<file path="src/include/lbq_pkg.sv">
// Package of constants and types for the local-bus arbiter and queue tracker
// Behaviour
// RULE_01 - Arbitration pins active only when strap low
// RULE_02 - Weak hold-high keeps idle lines inactive
// RULE_03 - Requester drives one-clock low request pulse
// RULE_04 - One-clock grant in last/first state, float bus
// RULE_05 - No bus cycle during grant sequence
// RULE_06 - Release pulse; re-take bus next clock
// RULE_07 - Hand-over is request, grant, release
// RULE_08 - Pulses low; idle clock after exchange
// RULE_09 - Grant mid-cycle only when four conditions hold
// RULE_10 - Idle bus released during next clock
// RULE_11 - Queue code encoding of four operations
// RULE_12 - Queue code appears the following clock
// RULE_13 - Queue code always driven, never floats
// RULE_14 - Spare status high, weak high when granted
// RULE_15 - High-priority line wins simultaneous requests
// RULE_16 - Ineligible request stays pending until eligible
`default_nettype none
package lbq_pkg;
  localparam logic [1:0] LBQ_Q_NOP = 2'h0;
  localparam logic [1:0] LBQ_Q_FIRST = 2'h1;
  localparam logic [1:0] LBQ_Q_EMPTY = 2'h2;
  localparam logic [1:0] LBQ_Q_NEXT = 2'h3;
  localparam int LBQ_IDLE_CLKS = 1;
  typedef enum logic [4:0] {
    LBQ_ST_OWN = 5'h01,
    LBQ_ST_GRANT = 5'h02,
    LBQ_ST_HELD = 5'h04,
    LBQ_ST_RETAKE = 5'h08,
    LBQ_ST_GAP = 5'h10
  } lbq_state_t;
endpackage
`default_nettype wire

</file>
<file path="src/verilog/lbq_arbiter.sv">
// Request/grant arbiter with queue status and spare status output
`default_nettype none
module lbq_arbiter (
  // Clock and reset
  input wire logic clk,
  input wire logic srst,
  // Configuration strap, low selects arbitration mode
  input wire logic config_strap,
  // High-priority line, open-drain style
  input wire logic arb_line_high_prio_in,
  output logic arb_line_high_prio_out,
  output logic arb_line_high_prio_oe_n,
  // Low-priority line
  input wire logic arb_line_low_prio_in,
  output logic arb_line_low_prio_out,
  output logic arb_line_low_prio_oe_n,
  // Bus cycle state from the bus sequencer
  input wire logic bus_state_first,
  input wire logic bus_state_second,
  input wire logic bus_state_last,
  input wire logic bus_idle,
  input wire logic cyc_low_byte,
  input wire logic cyc_first_inta,
  input wire logic lock_active,
  input wire logic cycle_pending,
  // Bus control to the sequencer
  output logic bus_float,
  output logic cycle_inhibit,
  output logic retake_first,
  // Queue operation from the prefetch unit
  input wire logic [1:0] queue_op,
  output logic queue_code_hi,
  output logic queue_code_lo,
  // Spare status pin
  output logic spare_out,
  output logic spare_oe_n,
  output logic spare_weak
);
  import lbq_pkg::*;

  logic max_mode;
  logic req_hi;
  logic req_lo;
  logic pend_hi_reg;
  logic pend_hi_next;
  logic pend_lo_reg;
  logic pend_lo_next;
  logic early_reg;
  logic early_next;
  logic who_lo_reg;
  logic eligible;
  logic boundary;
  logic take_grant;
  logic pick_lo;
  logic rel_seen;
  logic [1:0] qcode_reg;
  lbq_state_t st_reg;
  lbq_state_t st_next;

  assign max_mode = ~config_strap; // RULE_01

  lbq_pulse_rx u_rx_hi (
    .clk(clk),
    .srst(srst),
    .line_in(arb_line_high_prio_in),
    .pulse(req_hi)
  );
  lbq_pulse_rx u_rx_lo (
    .clk(clk),
    .srst(srst),
    .line_in(arb_line_low_prio_in),
    .pulse(req_lo)
  );

  // Only a request pending by the second state counts for this cycle;
  // a later one waits for the next cycle end
  assign early_next = (bus_state_first | bus_state_second) & (pend_hi_next | pend_lo_next)
                      | early_reg & ~bus_state_last; // RULE_09
  assign eligible = (early_reg | bus_idle) & ~cyc_low_byte & ~cyc_first_inta
                    & ~lock_active; // RULE_09
  // Idle bus grants at once; busy bus waits for a cycle end
  assign boundary = bus_idle | bus_state_last | bus_state_first; // RULE_10
  assign take_grant = (st_reg == LBQ_ST_OWN) & (pend_hi_reg | pend_lo_reg)
                      & boundary & eligible & max_mode; // RULE_04 RULE_16
  assign pick_lo = ~pend_hi_reg; // RULE_15
  assign rel_seen = who_lo_reg ? req_lo : req_hi;

  // Pending requests held until granted
  assign pend_hi_next = max_mode & (pend_hi_reg & ~(take_grant & ~pick_lo)
                        | req_hi & (st_reg == LBQ_ST_OWN)); // RULE_03 RULE_16
  assign pend_lo_next = max_mode & (pend_lo_reg & ~(take_grant & pick_lo)
                        | req_lo & (st_reg == LBQ_ST_OWN)); // RULE_16

  always_comb begin
    st_next = st_reg;
    case (st_reg)
      LBQ_ST_OWN: if (take_grant) st_next = LBQ_ST_GRANT;
      LBQ_ST_GRANT: st_next = LBQ_ST_HELD;
      LBQ_ST_HELD: if (rel_seen) st_next = LBQ_ST_RETAKE; // RULE_06 RULE_07
      LBQ_ST_RETAKE: st_next = LBQ_ST_GAP;
      LBQ_ST_GAP: st_next = LBQ_ST_OWN; // RULE_08
      default: st_next = LBQ_ST_OWN;
    endcase
  end

  always_ff @(posedge clk) begin
    if (srst) begin
      st_reg <= LBQ_ST_OWN;
      pend_hi_reg <= 1'b0;
      pend_lo_reg <= 1'b0;
      early_reg <= 1'b0;
      who_lo_reg <= 1'b0;
    end else begin
      st_reg <= st_next;
      pend_hi_reg <= pend_hi_next;
      pend_lo_reg <= pend_lo_next;
      early_reg <= early_next & ~bus_state_last;
      if (take_grant) begin
        who_lo_reg <= pick_lo;
      end
    end
  end

  // Grant pulse drives low for one clock; otherwise release to hold-high
  assign arb_line_high_prio_out = 1'b0;
  assign arb_line_low_prio_out = 1'b0;
  assign arb_line_high_prio_oe_n = ~((st_reg == LBQ_ST_GRANT) & ~who_lo_reg); // RULE_04 RULE_08
  assign arb_line_low_prio_oe_n = ~((st_reg == LBQ_ST_GRANT) & who_lo_reg); // RULE_04

  // Bus floats from the grant clock until the re-take clock
  assign bus_float = (st_reg == LBQ_ST_GRANT) | (st_reg == LBQ_ST_HELD); // RULE_04
  assign cycle_inhibit = bus_float; // RULE_05
  assign retake_first = (st_reg == LBQ_ST_RETAKE) & ~cycle_pending; // RULE_06

  // Queue code registered one clock after the operation
  always_ff @(posedge clk) begin
    if (srst) begin
      qcode_reg <= LBQ_Q_NOP;
    end else begin
      qcode_reg <= max_mode ? queue_op : LBQ_Q_NOP; // RULE_11 RULE_12
    end
  end
  assign queue_code_hi = qcode_reg[1]; // RULE_13
  assign queue_code_lo = qcode_reg[0]; // RULE_13

  assign spare_out = 1'b1; // RULE_14
  assign spare_oe_n = bus_float; // RULE_14
  assign spare_weak = bus_float; // RULE_14

  property p_grant_one;
    @(posedge clk) disable iff (srst)
    (st_reg == LBQ_ST_GRANT) |=> (st_reg == LBQ_ST_HELD);
  endproperty
  a_grant_one: assert property (p_grant_one) else $error("grant longer than one clock"); // RULE_04
  property p_no_cycle;
    @(posedge clk) disable iff (srst)
    (st_reg == LBQ_ST_HELD) |-> cycle_inhibit && bus_float;
  endproperty
  a_no_cycle: assert property (p_no_cycle) else $error("cycle allowed while granted"); // RULE_05
  property p_retake;
    @(posedge clk) disable iff (srst)
    (st_reg == LBQ_ST_HELD) && rel_seen |=> !bus_float;
  endproperty
  a_retake: assert property (p_retake) else $error("bus not re-taken"); // RULE_06
  property p_gap;
    @(posedge clk) disable iff (srst)
    (st_reg == LBQ_ST_RETAKE) |=> (st_reg == LBQ_ST_GAP) ##1 !bus_float;
  endproperty
  a_gap: assert property (p_gap) else $error("no idle clock after exchange"); // RULE_08
  property p_elig;
    @(posedge clk) disable iff (srst)
    take_grant |-> !lock_active && !cyc_low_byte && !cyc_first_inta;
  endproperty
  a_elig: assert property (p_elig) else $error("ineligible grant"); // RULE_09
  property p_idle;
    @(posedge clk) disable iff (srst)
    (st_reg == LBQ_ST_OWN) && pend_hi_reg && bus_idle && !lock_active && max_mode
    |=> !arb_line_high_prio_oe_n;
  endproperty
  a_idle: assert property (p_idle) else $error("idle bus not released"); // RULE_10
  // Reset clock excluded: the code register is cleared there
  property p_qcode;
    @(posedge clk) disable iff (srst)
    max_mode && !srst |=> {queue_code_hi, queue_code_lo} == $past(queue_op);
  endproperty
  a_qcode: assert property (p_qcode) else $error("queue code wrong"); // RULE_12
  property p_prio;
    @(posedge clk) disable iff (srst)
    take_grant && pend_hi_reg |=> !who_lo_reg;
  endproperty
  a_prio: assert property (p_prio) else $error("low line beat high line"); // RULE_15
  property p_spare;
    @(posedge clk) disable iff (srst)
    spare_out && (spare_oe_n == bus_float);
  endproperty
  a_spare: assert property (p_spare) else $error("spare status wrong"); // RULE_14
  property p_mode;
    @(posedge clk) disable iff (srst)
    config_strap |-> !take_grant;
  endproperty
  a_mode: assert property (p_mode) else $error("grant outside arbitration mode"); // RULE_01

  c_grant_hi: cover property (@(posedge clk) disable iff (srst)
    !arb_line_high_prio_oe_n);
  c_grant_lo: cover property (@(posedge clk) disable iff (srst)
    !arb_line_low_prio_oe_n);
  c_exchange: cover property (@(posedge clk) disable iff (srst)
    (st_reg == LBQ_ST_RETAKE) ##1 (st_reg == LBQ_ST_GAP));
endmodule
`default_nettype wire

</file>
<file path="src/verilog/lbq_pulse_rx.sv">
// Falling-edge pulse detector for one request/grant line
`default_nettype none
module lbq_pulse_rx (
  // Clock and reset
  input wire logic clk,
  input wire logic srst,
  // Line level and result
  input wire logic line_in,
  output logic pulse
);
  logic prev_reg;
  // Undriven line reads high through the hold-high, so no pulse
  assign pulse = prev_reg & ~line_in; // RULE_02
  always_ff @(posedge clk) begin
    if (srst) begin
      prev_reg <= 1'b1;
    end else begin
      prev_reg <= line_in;
    end
  end
endmodule
`default_nettype wire

</file>
<file path="config.mk">
export PLATFORM = sky130hd
export DESIGN_NAME = lbq_arbiter
export DESIGN_NICKNAME = d
export VERILOG_FILES = /design/src/include/lbq_pkg.sv /design/src/verilog/lbq_arbiter.sv /design/src/verilog/lbq_pulse_rx.sv
export SDC_FILE = /design/constraint.sdc
export NUM_CORES = 1
export LEC_CHECK = 0
export BUFFER_PORTS_ARGS = -buffer_cell sky130_fd_sc_hd__buf_4
export CAP_MARGIN = 30
export CORE_MARGIN = 2
export CORE_UTILIZATION = 41
export DETAILED_ROUTE_END_ITERATION = 10
export PLACE_DENSITY = 0.76
export SLEW_MARGIN = 20
export SYNTH_ARGS = -nofsm -noshare
export SYNTH_HDL_FRONTEND = slang
export SYNTH_HIERARCHICAL = 1
export SYNTH_SLANG_ARGS = --single-unit
</file>
<file path="constraint.sdc">
create_clock -name clk -period 1.27 [get_ports clk]
set_input_delay 0.0635 -clock clk [delete_from_list [all_inputs] [get_ports clk]]
set_output_delay 0.0635 -clock clk [all_outputs]
set_load 0.03 [all_outputs]
</file>
======== Word level (Yosys, flattened, before mapping) ========
Index checks and enable logic that the tools add are counted.
storage, ports and cells
  output and inout port bits .............. 12
  logic and storage cells ................. 67
  register bits ........................... 13
  input port bits ......................... 15
cells by class
  eq/ne operators ......................... 6
  bitwise logic cells ..................... 47
  reductions and logical operators ........ 2
  muxes and demuxes ....................... 4
operators with widths
  cell                number
  $and 1x1->1         23
  $pmux 5 s4          1
  $not 1->1           14
  $mux 5              2
  $or 1x1->1          10
  $eq 5x1->1 const B  1
  $eq 5x2->1 const B  1
  $eq 5x3->1 const B  1
  $eq 5x4->1 const B  1
  $ne 2x2->1 const B  2
  $reduce_and 2->1    1
  $reduce_or 2->1     1
  $mux 1              1

======== Logic depth before layout (Yosys ltp) ========
Gate-level depths: netlist of the first run.
  word-level depth ........................ 15
  mapped depth ............................ 5
  mapped depth without buffers ............ 5

======== Hierarchy ========
The synthesis of the first run kept the hierarchy.
by module, submodules not included
  module        area an instance (um^2)  cells an instance  seq. area each (um^2)  instances
  lbq_arbiter   601.8                    69                 220.2                  1
  lbq_pulse_rx  35.0                     3                  20.0                   2

======== Least setup slack after synthesis of the first run ========
OpenSTA, ideal clock, no wires.
  path kind ............................... register to output
  start point ............................. register st_reg[3]
  end point ............................... output port cycle_inhibit
  path slack .............................. -0.193 ns
  buffers on the path ..................... 1
  required time ........................... 1.207 ns
  data arrival time ....................... 1.400 ns
  stages on the path, launching flop included .. 6
  cell sequence ........................... dfxtp_1 > nor2_1 > nand2_1 > or3_1 > nand2_1 > buf_4
between the ends
  cells in the longest elaborated chain, start to end .. 2
  elaborated cells between the ends (all ways) .. 3
  those cells by class .................... eq/ne: 2; bitwise: 1
ends and longest elaborated chain
  item                                             line                RTL
  start, declared                                  lbq_arbiter.sv:57   lbq_state_t st_reg;
  start signal, assigned                           lbq_arbiter.sv:114  st_reg <= st_next;
  $eq 5x2->1 / $eq 5x3->1 (equally long branches)  lbq_arbiter.sv:131  assign bus_float = (st_reg == LBQ_ST_GRANT) | (st_reg == LBQ_ST_HELD);
  $or 1x1->1 *                                     lbq_arbiter.sv:131
  end, declared                                    lbq_arbiter.sv:28   output logic cycle_inhibit,
Every way passes the cells marked *; elsewhere a longest branch is shown, timed or not.

======== Worst setup path in the final report of the first run ========
  start point ............................. register st_reg[0]
  end point ............................... output port spare_weak
between the ends
  cells in the longest elaborated chain, start to end .. 2
  elaborated cells between the ends (all ways) .. 3
  those cells by class .................... eq/ne: 2; bitwise: 1
ends and longest elaborated chain
  item                                             line                RTL
  $eq 5x2->1 / $eq 5x3->1 (equally long branches)  lbq_arbiter.sv:131
  $or 1x1->1 *                                     lbq_arbiter.sv:131
  end, declared                                    lbq_arbiter.sv:37   output logic spare_weak
Marked as above.

==> reports/metrics.yaml, run 1 <==
dp_slack_ns: -0.0861
end_kind: "output pin"
synth_edf_count: 0
dieWidth_um: 44.5
hold_ws_ns: 0.0286
final_cells: 134
post-route-period-util_pct: 117
start_util_pct: 44.1
via_per_inst: 5.37
antenna_cells: 0
cts_sinks: 13
route.detailed.drc: 0
dieArea_um2: 1980
vias: 719
fp.dieH_um: 44.5
routabilityCongestion: 0.764
pin_count: 27
rows: 14
rsz0062_at_grt: "yes"
ant_nets: 0
clock-skew-final_ns: 0.00723
startpoint_type: "register"
synthTopCellsByArea: "dfxtp_1 (39%), buf_4 (6.7%), nor2_1 (5.0%)"
fin_setup_tns_ns: -1.79
required_ns: 1.21
failed_checks: "setup timing"
critPathMaxFanout: 4
synth.largest_area_cell: "dfxtp_1"
multi_input_area_um2: 487
place_inst: 118
syn_area_per_cell_um2: 8.96
cp_top_family: "simple AND/OR/NAND/NOR gates"
synth_seq_cells: 13
antenna_found_initial: 0
drt_iter0_drc: 7
fin_area_um2: 1210
cp_num_buf_inv: 1
fmax_mhz: 673
status: "complete, but fails checks"
setup-violations-final: 13
area_growth_pct: 80.3
syn_inst: 75
vdd_drop_max_v: 0.000841
p_per_area_nw_per_um2: 899
firstDrtPassIters: 4
port_buffers: 23
syn_area_um2: 672
period_minus_slack_ns: 1.49
largest_reg_flops: 5
async_flop_share_pct: 0
ys_types: 34
drv_slew: 0
place_area_um2: 945
critPathMaxStageDelay_ns: 0.37
clockBufferDepth: 2
hpwl_mm: 1.18
core-area_um2: 1520
fin_ws_ns: -0.217
gr-total-overflow: 0
root_buffer: "clkbuf_4"
critPathArrivalTime_ns: 1.42
synthTopCellsByCount: "dfxtp_1 (13), nor2_1 (9), buf_4 (6)"
hold_viol: 0
seq_area_frac_synth_pct: 38.7
path_class: "reg -> out"
yosys_warnings: 6
p_leak_nw: 0.522
layout-drive-gt1-share_pct: 62.7
fillers: 104
ff_latch_area_um2: 277
clkTransAtPathRegs_ns: 0.08
cp_slowest_cell: "or3_4"
timing.hold.worst.class: "in -> reg"
grt_usage_pct: 19.7
cts-buffers-inserted: 3
cts-htree-levels: 1
grt_max_degree: 11
synth_flop_cell: "dfxtp_1"
grt_pass1_wl_mm: 2.86
synth_most_common_cell: "dfxtp_1"
synth_top_cell_area_share_pct: 38.7
maxCapViolations: 0
wire_per_inst_um: 13.5
cp_cell_sequence: "nor2_4 > nand2_4 > or3_4 > nand2_8 > buf_6"
cts_tree: "done"
insertion_delay_ns: 0.28
grt_pass1_vias: 696
wl_mm: 1.81
nets: 134
[kinds of logic (layout without fill, tap and decap cells)]
kind of cell	count (synthesis)	count (layout)	share of synthesized area [%]
AND/OR/NAND/NOR	34	34	29.8
XOR/XNOR	1	1	1.30
multiplexers	1	1	1.49
other	2	3	1.12
flip-flops	13	13	38.7
AO/OA/AOI/OAI	17	17	20.3
buffers and inverters	7	49	7.26
[path summary, 6_finish.rpt]
path                                              start                 endpoint  slack, ns  cells past startpoint
worst max register to register   st_reg[0]$_SDFFE_PP1P_   st_reg[0]$_SDFFE_PP1P_      -0.15                      5
worst min register to register  who_lo_reg$_SDFFE_PP0P_  who_lo_reg$_SDFFE_PP0P_       0.60                      2
worst max-delay path             st_reg[0]$_SDFFE_PP1P_               spare_weak      -0.22                      5
worst min-delay path                               srst   pend_lo_reg$_SDFF_PP0_       0.03                      2
[layout by cell type (no fill, tap or decap), drive strengths merged, types with 2 or more instances in the layout]
cell type / netlist / final
a21oi: 2 / 2
nand2: 4 / 4
or3: 2 / 2
nor3: 5 / 5
dfxtp: 13 / 13
nor2: 9 / 9
conb: 2 / 3
nor3b: 2 / 2
nand3: 2 / 2
dlygate4sd3: 0 / 3
clkbuf: 1 / 4
or2: 2 / 2
buf: 6 / 42
and2b: 2 / 2
o21ai: 4 / 4
[through the flow]
stage	utilization, %	total power [mW]
final	79.5	1.09
after global placement	62.0	0.726
after detailed placement	62.0	0.732
after CTS	73.8	1.04
after global routing	79.5	1.14
after floorplan	-	0.628
[metal layers]
metal / up-vias / part of all wire [%] / GRT usage [%]
li1: 351 / - / -
met2: 30 / 57 / 39.1
met3: 6 / 4.8 / 2.86
met1: 332 / 35 / 19.5
met4: 0 / 2.2 / 8.48
met5: - / 0 / 0
[worst register-to-register path, cell delays in order (launching register included)]
cell and delay, ns:
dfxtp_4 0.36, buf_6 0.12, nor2b_4 0.14, and2_4 0.17
a21o_1 0.17, or3_1 0.34
[power by group]
| part | internal (mW) | leakage [nW] | switching (mW) |
|---|---|---|---|
| registers | 0.428 | 0.109 | 0.0199 |
| logic | 0.213 | 0.398 | 0.170 |
| clock network | 0.122 | 0.0150 | 0.136 |
[timing repair]
| item | in CTS | in global routing |
|---|---|---|
| endpoints found under the hold margin | 3 | 0 |
| gates resized for setup | 22 | 15 |
| cloned | 0 | 0 |
| hold buffers | 3 | 0 |
| setup endpoints to repair | 9 | 15 |
| pin swaps | 11 | 9 |
| buffers inserted | 6 | 3 |
[cell type report]
cell class | count | share of cell area [%]
clock buffers | 4 | 2.17
multi-input cells | 56 | 40.2
flip-flops and latches | 13 | 22.8
well taps | 16 | 1.65
repair buffers | 45 | 33.2
No activity file was read; power rests on OpenSTA's default activity.
==> inputs of run 2 (changes only) <==
--- a/config.mk
+++ b/config.mk
@@ -10,9 +10,8 @@
 export CORE_MARGIN = 2
 export CORE_UTILIZATION = 41
 export DETAILED_ROUTE_END_ITERATION = 10
-export PLACE_DENSITY = 0.76
+export PLACE_DENSITY = 0.77
 export SLEW_MARGIN = 20
 export SYNTH_ARGS = -nofsm -noshare
 export SYNTH_HDL_FRONTEND = slang
-export SYNTH_HIERARCHICAL = 1
 export SYNTH_SLANG_ARGS = --single-unit
==> reports/metrics.yaml, run 2 <==
final_core_util_pct: 75.2  # was 79.5%
syn_area_per_cell_um2: 8.50  # was 8.96 um^2
synth_most_common_cell: "dfxtp_1"  # unchanged
start_util_pct: 43.4  # was 44.1%
grt_pass1_vias: 755  # was 696
hpwl_mm: 1.20  # was 1.18 mm
root_buffer: "clkbuf_4"  # unchanged
end_kind: "output pin"  # unchanged
ys_types: 31  # was 34
synth_flop_cell: "dfxtp_1"  # unchanged
layout-drive-gt1-share_pct: 59.7  # was 62.7%
rows: 14  # unchanged
maxCapViolations: 0  # unchanged
timing.hold.worst.class: "in -> reg"  # unchanged
gr-total-overflow: 0  # unchanged
required_ns: 1.21  # about the same
mostFrequentLayoutCell: "buf_4"  # unchanged
seqPwrFrac_pct: 53.3  # was 41.2%
synth_compound_area_share_pct: 18.5  # was 20.3%
syn_inst: 77  # was 75
syn_area_um2: 654  # was 672 um^2
critPathMaxStageDelay_ns: 0.33  # was 0.37 ns
power.total_mw: 0.796  # was 1.09 mW
via_per_inst: 5.40  # was 5.37
synth-simple-area-share_pct: 29.4  # was 29.8%
p_leak_nw: 0.478  # was 0.522 nW
status: "complete, but fails checks"  # unchanged
cp.depth: 6  # was 5
hold_viol: 0  # unchanged
place_area_um2: 898  # was 945 um^2
rsz0062_at_grt: "yes"  # unchanged
insertion_delay_ns: 0.27  # was 0.28 ns
fp.dieH_um: 44.0  # was 44.5 um
wl_mm: 1.90  # was 1.81 mm
yosys_warnings: 0  # was 6
layout_common_cells: "buf_4 (29), buf_6 (13), dfxtp_1 (10), nor2_1 (9)"  # was buf_4 (27), buf_6 (15), dfxtp_1 (8), nor2_1 (7), dfxtp_4 (4)
path_class: "reg -> out"  # unchanged
fillers: 104  # unchanged
antenna_found_initial: 0  # unchanged
place_inst: 121  # was 118
final_cells: 135  # was 134
cell_internal_pwr_mw: 0.600  # was 0.764 mW
r2r-start: "st_reg[4]$_SDFFE_PP0P_"  # was st_reg[0]$_SDFFE_PP1P_
grt_usage_pct: 22.4  # was 19.7%
combPwrFrac_pct: 15.2  # was 35.2%
port_buffers: 23  # unchanged
cp_top_family: "buffers and inverters"  # was simple AND/OR/NAND/NOR gates
synth_top_cell_area_share_pct: 39.8  # was 38.7%
power_frac_clock_pct: 31.6  # was 23.6%
grt_pass1_wl_mm: 3.16  # was 2.86 mm
cts_sinks: 13  # unchanged
ff2ff_path_depth: 5  # unchanged
wire_per_inst_um: 14.1  # was 13.5 um
p_per_area_nw_per_um2: 702  # was 899 nW/um^2
power_switching_mw: 0.196  # was 0.325 mW
largest_reg_flops: 5  # unchanged
cp_slowest_cell: "dfxtp_2"  # was or3_4
clockBufferDepth: 2  # unchanged
failed_checks: "setup timing"  # unchanged
cts-htree-levels: 1  # unchanged
cts-buffers-inserted: 3  # unchanged
clkTransAtPathRegs_ns: 0.08  # about the same
cp_num_buf_inv: 3  # was 1
crit_top_cell: "buf_6"
synth_edf_count: 0  # unchanged
antenna_cells: 0  # unchanged
vias: 729  # was 719
ant_nets: 0  # unchanged
dieArea_um2: 1930  # was 1980 um^2
post-route-period-util_pct: 111  # was 117%
synth_top_family_by_area: "simple AND/OR/NAND/NOR gates"  # unchanged
firstDrtPassIters: 4  # unchanged
cts_tree: "done"  # unchanged
core-area_um2: 1510  # was 1520 um^2
yosys.area_share.xor_xnor_pct: 1.34  # was 1.30%
dp_slack_ns: -0.141  # was -0.0861 ns
async_flop_share_pct: 0  # unchanged
drv_slew: 0  # unchanged
synth_mux_area_share_pct: 0  # was 1.49%
fin_ws_ns: -0.146  # was -0.217 ns
cp_cell_sequence: "buf_6 > nor2_4 > nand3_2 > buf_6 > nand2_4 > buf_6"  # was nor2_4 > nand2_4 > or3_4 > nand2_8 > buf_6
area_growth_pct: 73.2  # was 80.3%
hold_start: "srst"  # unchanged
vdd_drop_max_v: 0.000586  # was 0.000841 V
fin_area_um2: 1130  # was 1210 um^2
synthTopCellsByCount: "dfxtp_1 (13), nor2_1 (12), buf_4 (6)"  # was dfxtp_1 (13), nor2_1 (9), buf_4 (6)
setup-violations-final: 12  # was 13
hold_path_depth: 2  # unchanged
synthTopCellsByArea: "dfxtp_1 (40%), buf_4 (6.9%), nor2_1 (6.9%)"  # was dfxtp_1 (39%), buf_4 (6.7%), nor2_1 (5.0%)
routabilityCongestion: 0.785  # was 0.764
drt_iter0_drc: 19  # was 7
seq_area_frac_synth_pct: 39.8  # was 38.7%
synth_seq_cells: 13  # unchanged
synth.largest_area_cell: "dfxtp_1"  # unchanged
pin_count: 27  # unchanged
critPathMaxFanout: 4  # unchanged
startpoint_type: "register"  # unchanged
grt_max_degree: 14  # was 11
route.detailed.drc: 0  # unchanged
nets: 135  # was 134
netSwitchingFraction_pct: 24.6  # was 29.9%
critPathArrivalTime_ns: 1.35  # was 1.42 ns
period_minus_slack_ns: 1.42  # was 1.49 ns
dieWidth_um: 44.0  # was 44.5 um
fmax_mhz: 706  # was 673 MHz
synthAdderAreaFrac_pct: 0  # unchanged
crit_start: "st_reg[4]$_SDFFE_PP0P_"  # was st_reg[0]$_SDFFE_PP1P_
clock-skew-final_ns: 0.00378  # was 0.00723 ns
run 2: what timing repair did:
item | in CTS | in global routing
endpoints found under the setup margin | 16 | 14
setup buffers | 7 | 0
hold buffers | 2 | 0
cloned | 1 | 0
gates resized for setup | 29 | 4
pin swaps | 10 | 6
hold endpoints to repair | 2 | 0
run 2: per-stage QoR:
stage	TNS (ns)	hold WS, ns
floorplan	-0.0504	0.140
global placement	-0.278	0.260
detailed placement	-0.675	0.264
CTS	-0.865	0.0351
global route	-1.74	0.0533
finish	-1.15	0.0413
run 2: cell type report:
class	instances	area, um^2	area share (%)
multi-input cells	57	435	38.4
repair buffers	44	384	33.9
flip-flops and latches	13	264	23.3
well taps	16	20.0	1.77
inverters	1	3.75	0.331
clock buffers	4	26.3	2.32
run 2: power by group through the flow:
stage | sequential (mW) | combinational, mW | clock [mW]
3_5_place_dp | 0.433 | 0.110 | 0
2_1_floorplan | 0.439 | 0.0527 | 0
4_1_cts | 0.424 | 0.119 | 0.256
5_1_grt | 0.425 | 0.130 | 0.268
3_3_place_gp | 0.433 | 0.107 | 0
6_report | 0.424 | 0.121 | 0.252
run 2: worst register-to-register path: stages (launching register included):
cell      delay [ns]
dfxtp_2         0.33
buf_6           0.11
nor2_4          0.15
nand3_2         0.12
a211o_1         0.32
a221oi_2        0.25
run 2: cells by family (layout without fill, tap and decap cells):
group | after synthesis | after routing
and+or+nand+nor | 36 | 37
xor gates and xnor gates | 1 | 1
other | 2 | 3
buffers and inverters | 9 | 49
AOI/OAI and AO/OA | 16 | 16
DFF | 13 | 13
run 2: metal layers:
layer  share of wire (%)  track usage, %
met1                  37            22.7
met2                  54            44.1
met3                 7.0            3.33
met4                 2.0            9.70
met5                   0               0
run 2: worst paths after layout:
kind | to | slack, ns
setup / recovery | cycle_inhibit | -0.15
hold / removal | st_reg[2]$_SDFFE_PP0P_ | 0.04
hold reg to reg | early_reg$_SDFF_PP0_ | 0.54
setup reg to reg | st_reg[1]$_SDFFE_PP0P_ | -0.09
==> inputs of run 3 (changes only) <==
--- a/config.mk
+++ b/config.mk
@@ -10,6 +10,7 @@
 export CORE_MARGIN = 2
 export CORE_UTILIZATION = 41
 export DETAILED_ROUTE_END_ITERATION = 10
+export MAX_ROUTING_LAYER = met4
 export PLACE_DENSITY = 0.77
 export SLEW_MARGIN = 20
 export SYNTH_ARGS = -nofsm -noshare
==> reports/metrics.yaml, run 3 (synthesis results as in run 2) <==
status: "complete, but fails checks"  # unchanged
failed_checks: "setup timing"  # unchanged
fmax_mhz: 706  # about the same
wl_mm: 1.91  # was 1.90 mm
end_kind: "output pin"  # unchanged
layout-drive-gt1-share_pct: 59.7  # unchanged
worstHoldEndpoint: "st_reg[2]$_SDFFE_PP0P_"  # unchanged
power.total_mw: 0.798  # was 0.796 mW
vias: 736  # was 729
pin_count: 27  # unchanged
required_ns: 1.21  # about the same
hold_path_depth: 2  # unchanged
fin_ws_ns: -0.147  # was -0.146 ns
grt_pass1_vias: 755  # unchanged
dp_slack_ns: -0.141  # unchanged
grt_usage_pct: 23.1  # was 22.4%
cts_tree: "done"  # unchanged
fin_area_um2: 1130  # unchanged
final_core_util_pct: 75.2  # unchanged
drv_slew: 0  # unchanged
place_area_um2: 898  # unchanged
rrSetupSlack_ns: -0.10  # was -0.09 ns
drt_iter0_drc: 19  # unchanged
port_buffers: 23  # unchanged
vdd_drop_max_v: 0.000590  # was 0.000586 V
p_leak_nw: 0.478  # unchanged
rows: 14  # unchanged
post-route-period-util_pct: 112  # was 111%
root_buffer: "clkbuf_4"  # unchanged
area_growth_pct: 73.2  # unchanged
gr-total-overflow: 0  # unchanged
maxCapViolations: 0  # unchanged
period_minus_slack_ns: 1.42  # about the same
cts-htree-levels: 1  # unchanged
final_cells: 135  # unchanged
cts_sinks: 13  # unchanged
layout_common_cells: "buf_4 (29), buf_6 (13), dfxtp_1 (10), nor2_1 (9)"  # unchanged
antenna_cells: 0  # unchanged
largest_reg_flops: 5  # unchanged
start_util_pct: 43.4  # unchanged
dieArea_um2: 1930  # unchanged
grt_pass1_wl_mm: 3.16  # unchanged
hold_start: "srst"  # unchanged
insertion_delay_ns: 0.27  # about the same
startpoint_type: "register"  # unchanged
routabilityCongestion: 0.796  # was 0.785
hold_viol: 0  # unchanged
r2r-start: "st_reg[4]$_SDFFE_PP0P_"  # unchanged
wire_per_inst_um: 14.1  # about the same
ant_nets: 0  # unchanged
place_inst: 121  # unchanged
grt_max_degree: 14  # unchanged
mostFrequentLayoutCell: "buf_4"  # unchanged
firstDrtPassIters: 4  # unchanged
dieWidth_um: 44.0  # unchanged
cts-buffers-inserted: 3  # unchanged
reg2reg_to: "st_reg[1]$_SDFFE_PP0P_"  # unchanged
core-area_um2: 1510  # unchanged
antenna_found_initial: 0  # unchanged
fp.dieH_um: 44.0  # unchanged
clkTransAtPathRegs_ns: 0.08  # about the same
p_per_area_nw_per_um2: 704  # was 702 nW/um^2
critPathMaxFanout: 4  # unchanged
route.detailed.drc: 0  # unchanged
hold_ws_ns: 0.0414  # was 0.0413 ns
path_class: "reg -> out"  # unchanged
clockBufferDepth: 2  # unchanged
critPathArrivalTime_ns: 1.35  # about the same
clock-skew-final_ns: 0.00233  # was 0.00378 ns
setup-violations-final: 12  # unchanged
nets: 135  # unchanged
timing.hold.worst.class: "in -> reg"  # unchanged
fin_setup_tns_ns: -1.17  # was -1.15 ns
rsz0062_at_grt: "yes"  # unchanged
hpwl_mm: 1.20  # unchanged
via_per_inst: 5.45  # was 5.40
ff2ff_path_depth: 5  # unchanged
==> run 3: cell counts in the layout (fill, tap and decap cells not counted) <==
Identical to the previous run, type by type.
==> run 3: final cells by class <==
class,instances,area [um^2]
fillers,104,373
multi-input cells,57,435
repair buffers,44,384
clock buffers,4,26.3
well taps,16,20.0
inverters,1,3.75
flip-flops and latches,13,264
==> run 3: layer usage <==
metal | up-vias | share of wire (%) | track usage (%)
met5 | - | 0 | -
met3 | 8 | 6.6 | 2.50
met4 | 0 | 2.5 | 9.70
li1 | 356 | - | -
met2 | 42 | 54 | 44.1
met1 | 330 | 37 | 23.2
==> run 3: how the worst max path moves through the flow <==
| stage | start | to | slack (ns) | depth (start not counted) |
|---|---|---|---|---|
| after floorplan | st_reg[3]$_SDFFE_PP0P_ | early_reg$_SDFF_PP0_ | -0.03 | 6 |
| after global placement | st_reg[4]$_SDFFE_PP0P_ | early_reg$_SDFF_PP0_ | -0.07 | 5 |
| after detailed placement | config_strap | early_reg$_SDFF_PP0_ | -0.14 | 6 |
| after CTS | st_reg[4]$_SDFFE_PP0P_ | arb_line_high_prio_oe_n | -0.11 | 5 |
| after global routing | st_reg[4]$_SDFFE_PP0P_ | cycle_inhibit | -0.18 | 6 |
| final | st_reg[4]$_SDFFE_PP0P_ | cycle_inhibit | -0.15 | 6 |
==> run 3: power by group <==
part / total [mW] / internal (mW) / switching (mW) / leakage, nW
clock: 0.253 / 0.122 / 0.131 / 0.0150
sequential: 0.424 / 0.418 / 0.00556 / 0.108
combinational: 0.121 / 0.0600 / 0.0609 / 0.356
total: 0.798 / 0.600 / 0.197 / 0.478
==> run 3: repair_timing <==
action,in CTS,in global routing
hold buffers,2,0
buffers inserted,7,0
pin swaps,10,6
endpoints found under the setup margin,16,14
hold endpoints to repair,2,0
cloned,1,0
gates resized for setup,29,4
==> run 3: critical path, stage by stage, from the launching register on <==
cell	delay (ns)
dfxtp_2	0.33
buf_6	0.11
nor2_4	0.15
nand3_2	0.12
buf_6	0.14
nand2_4	0.08
buf_6	0.14
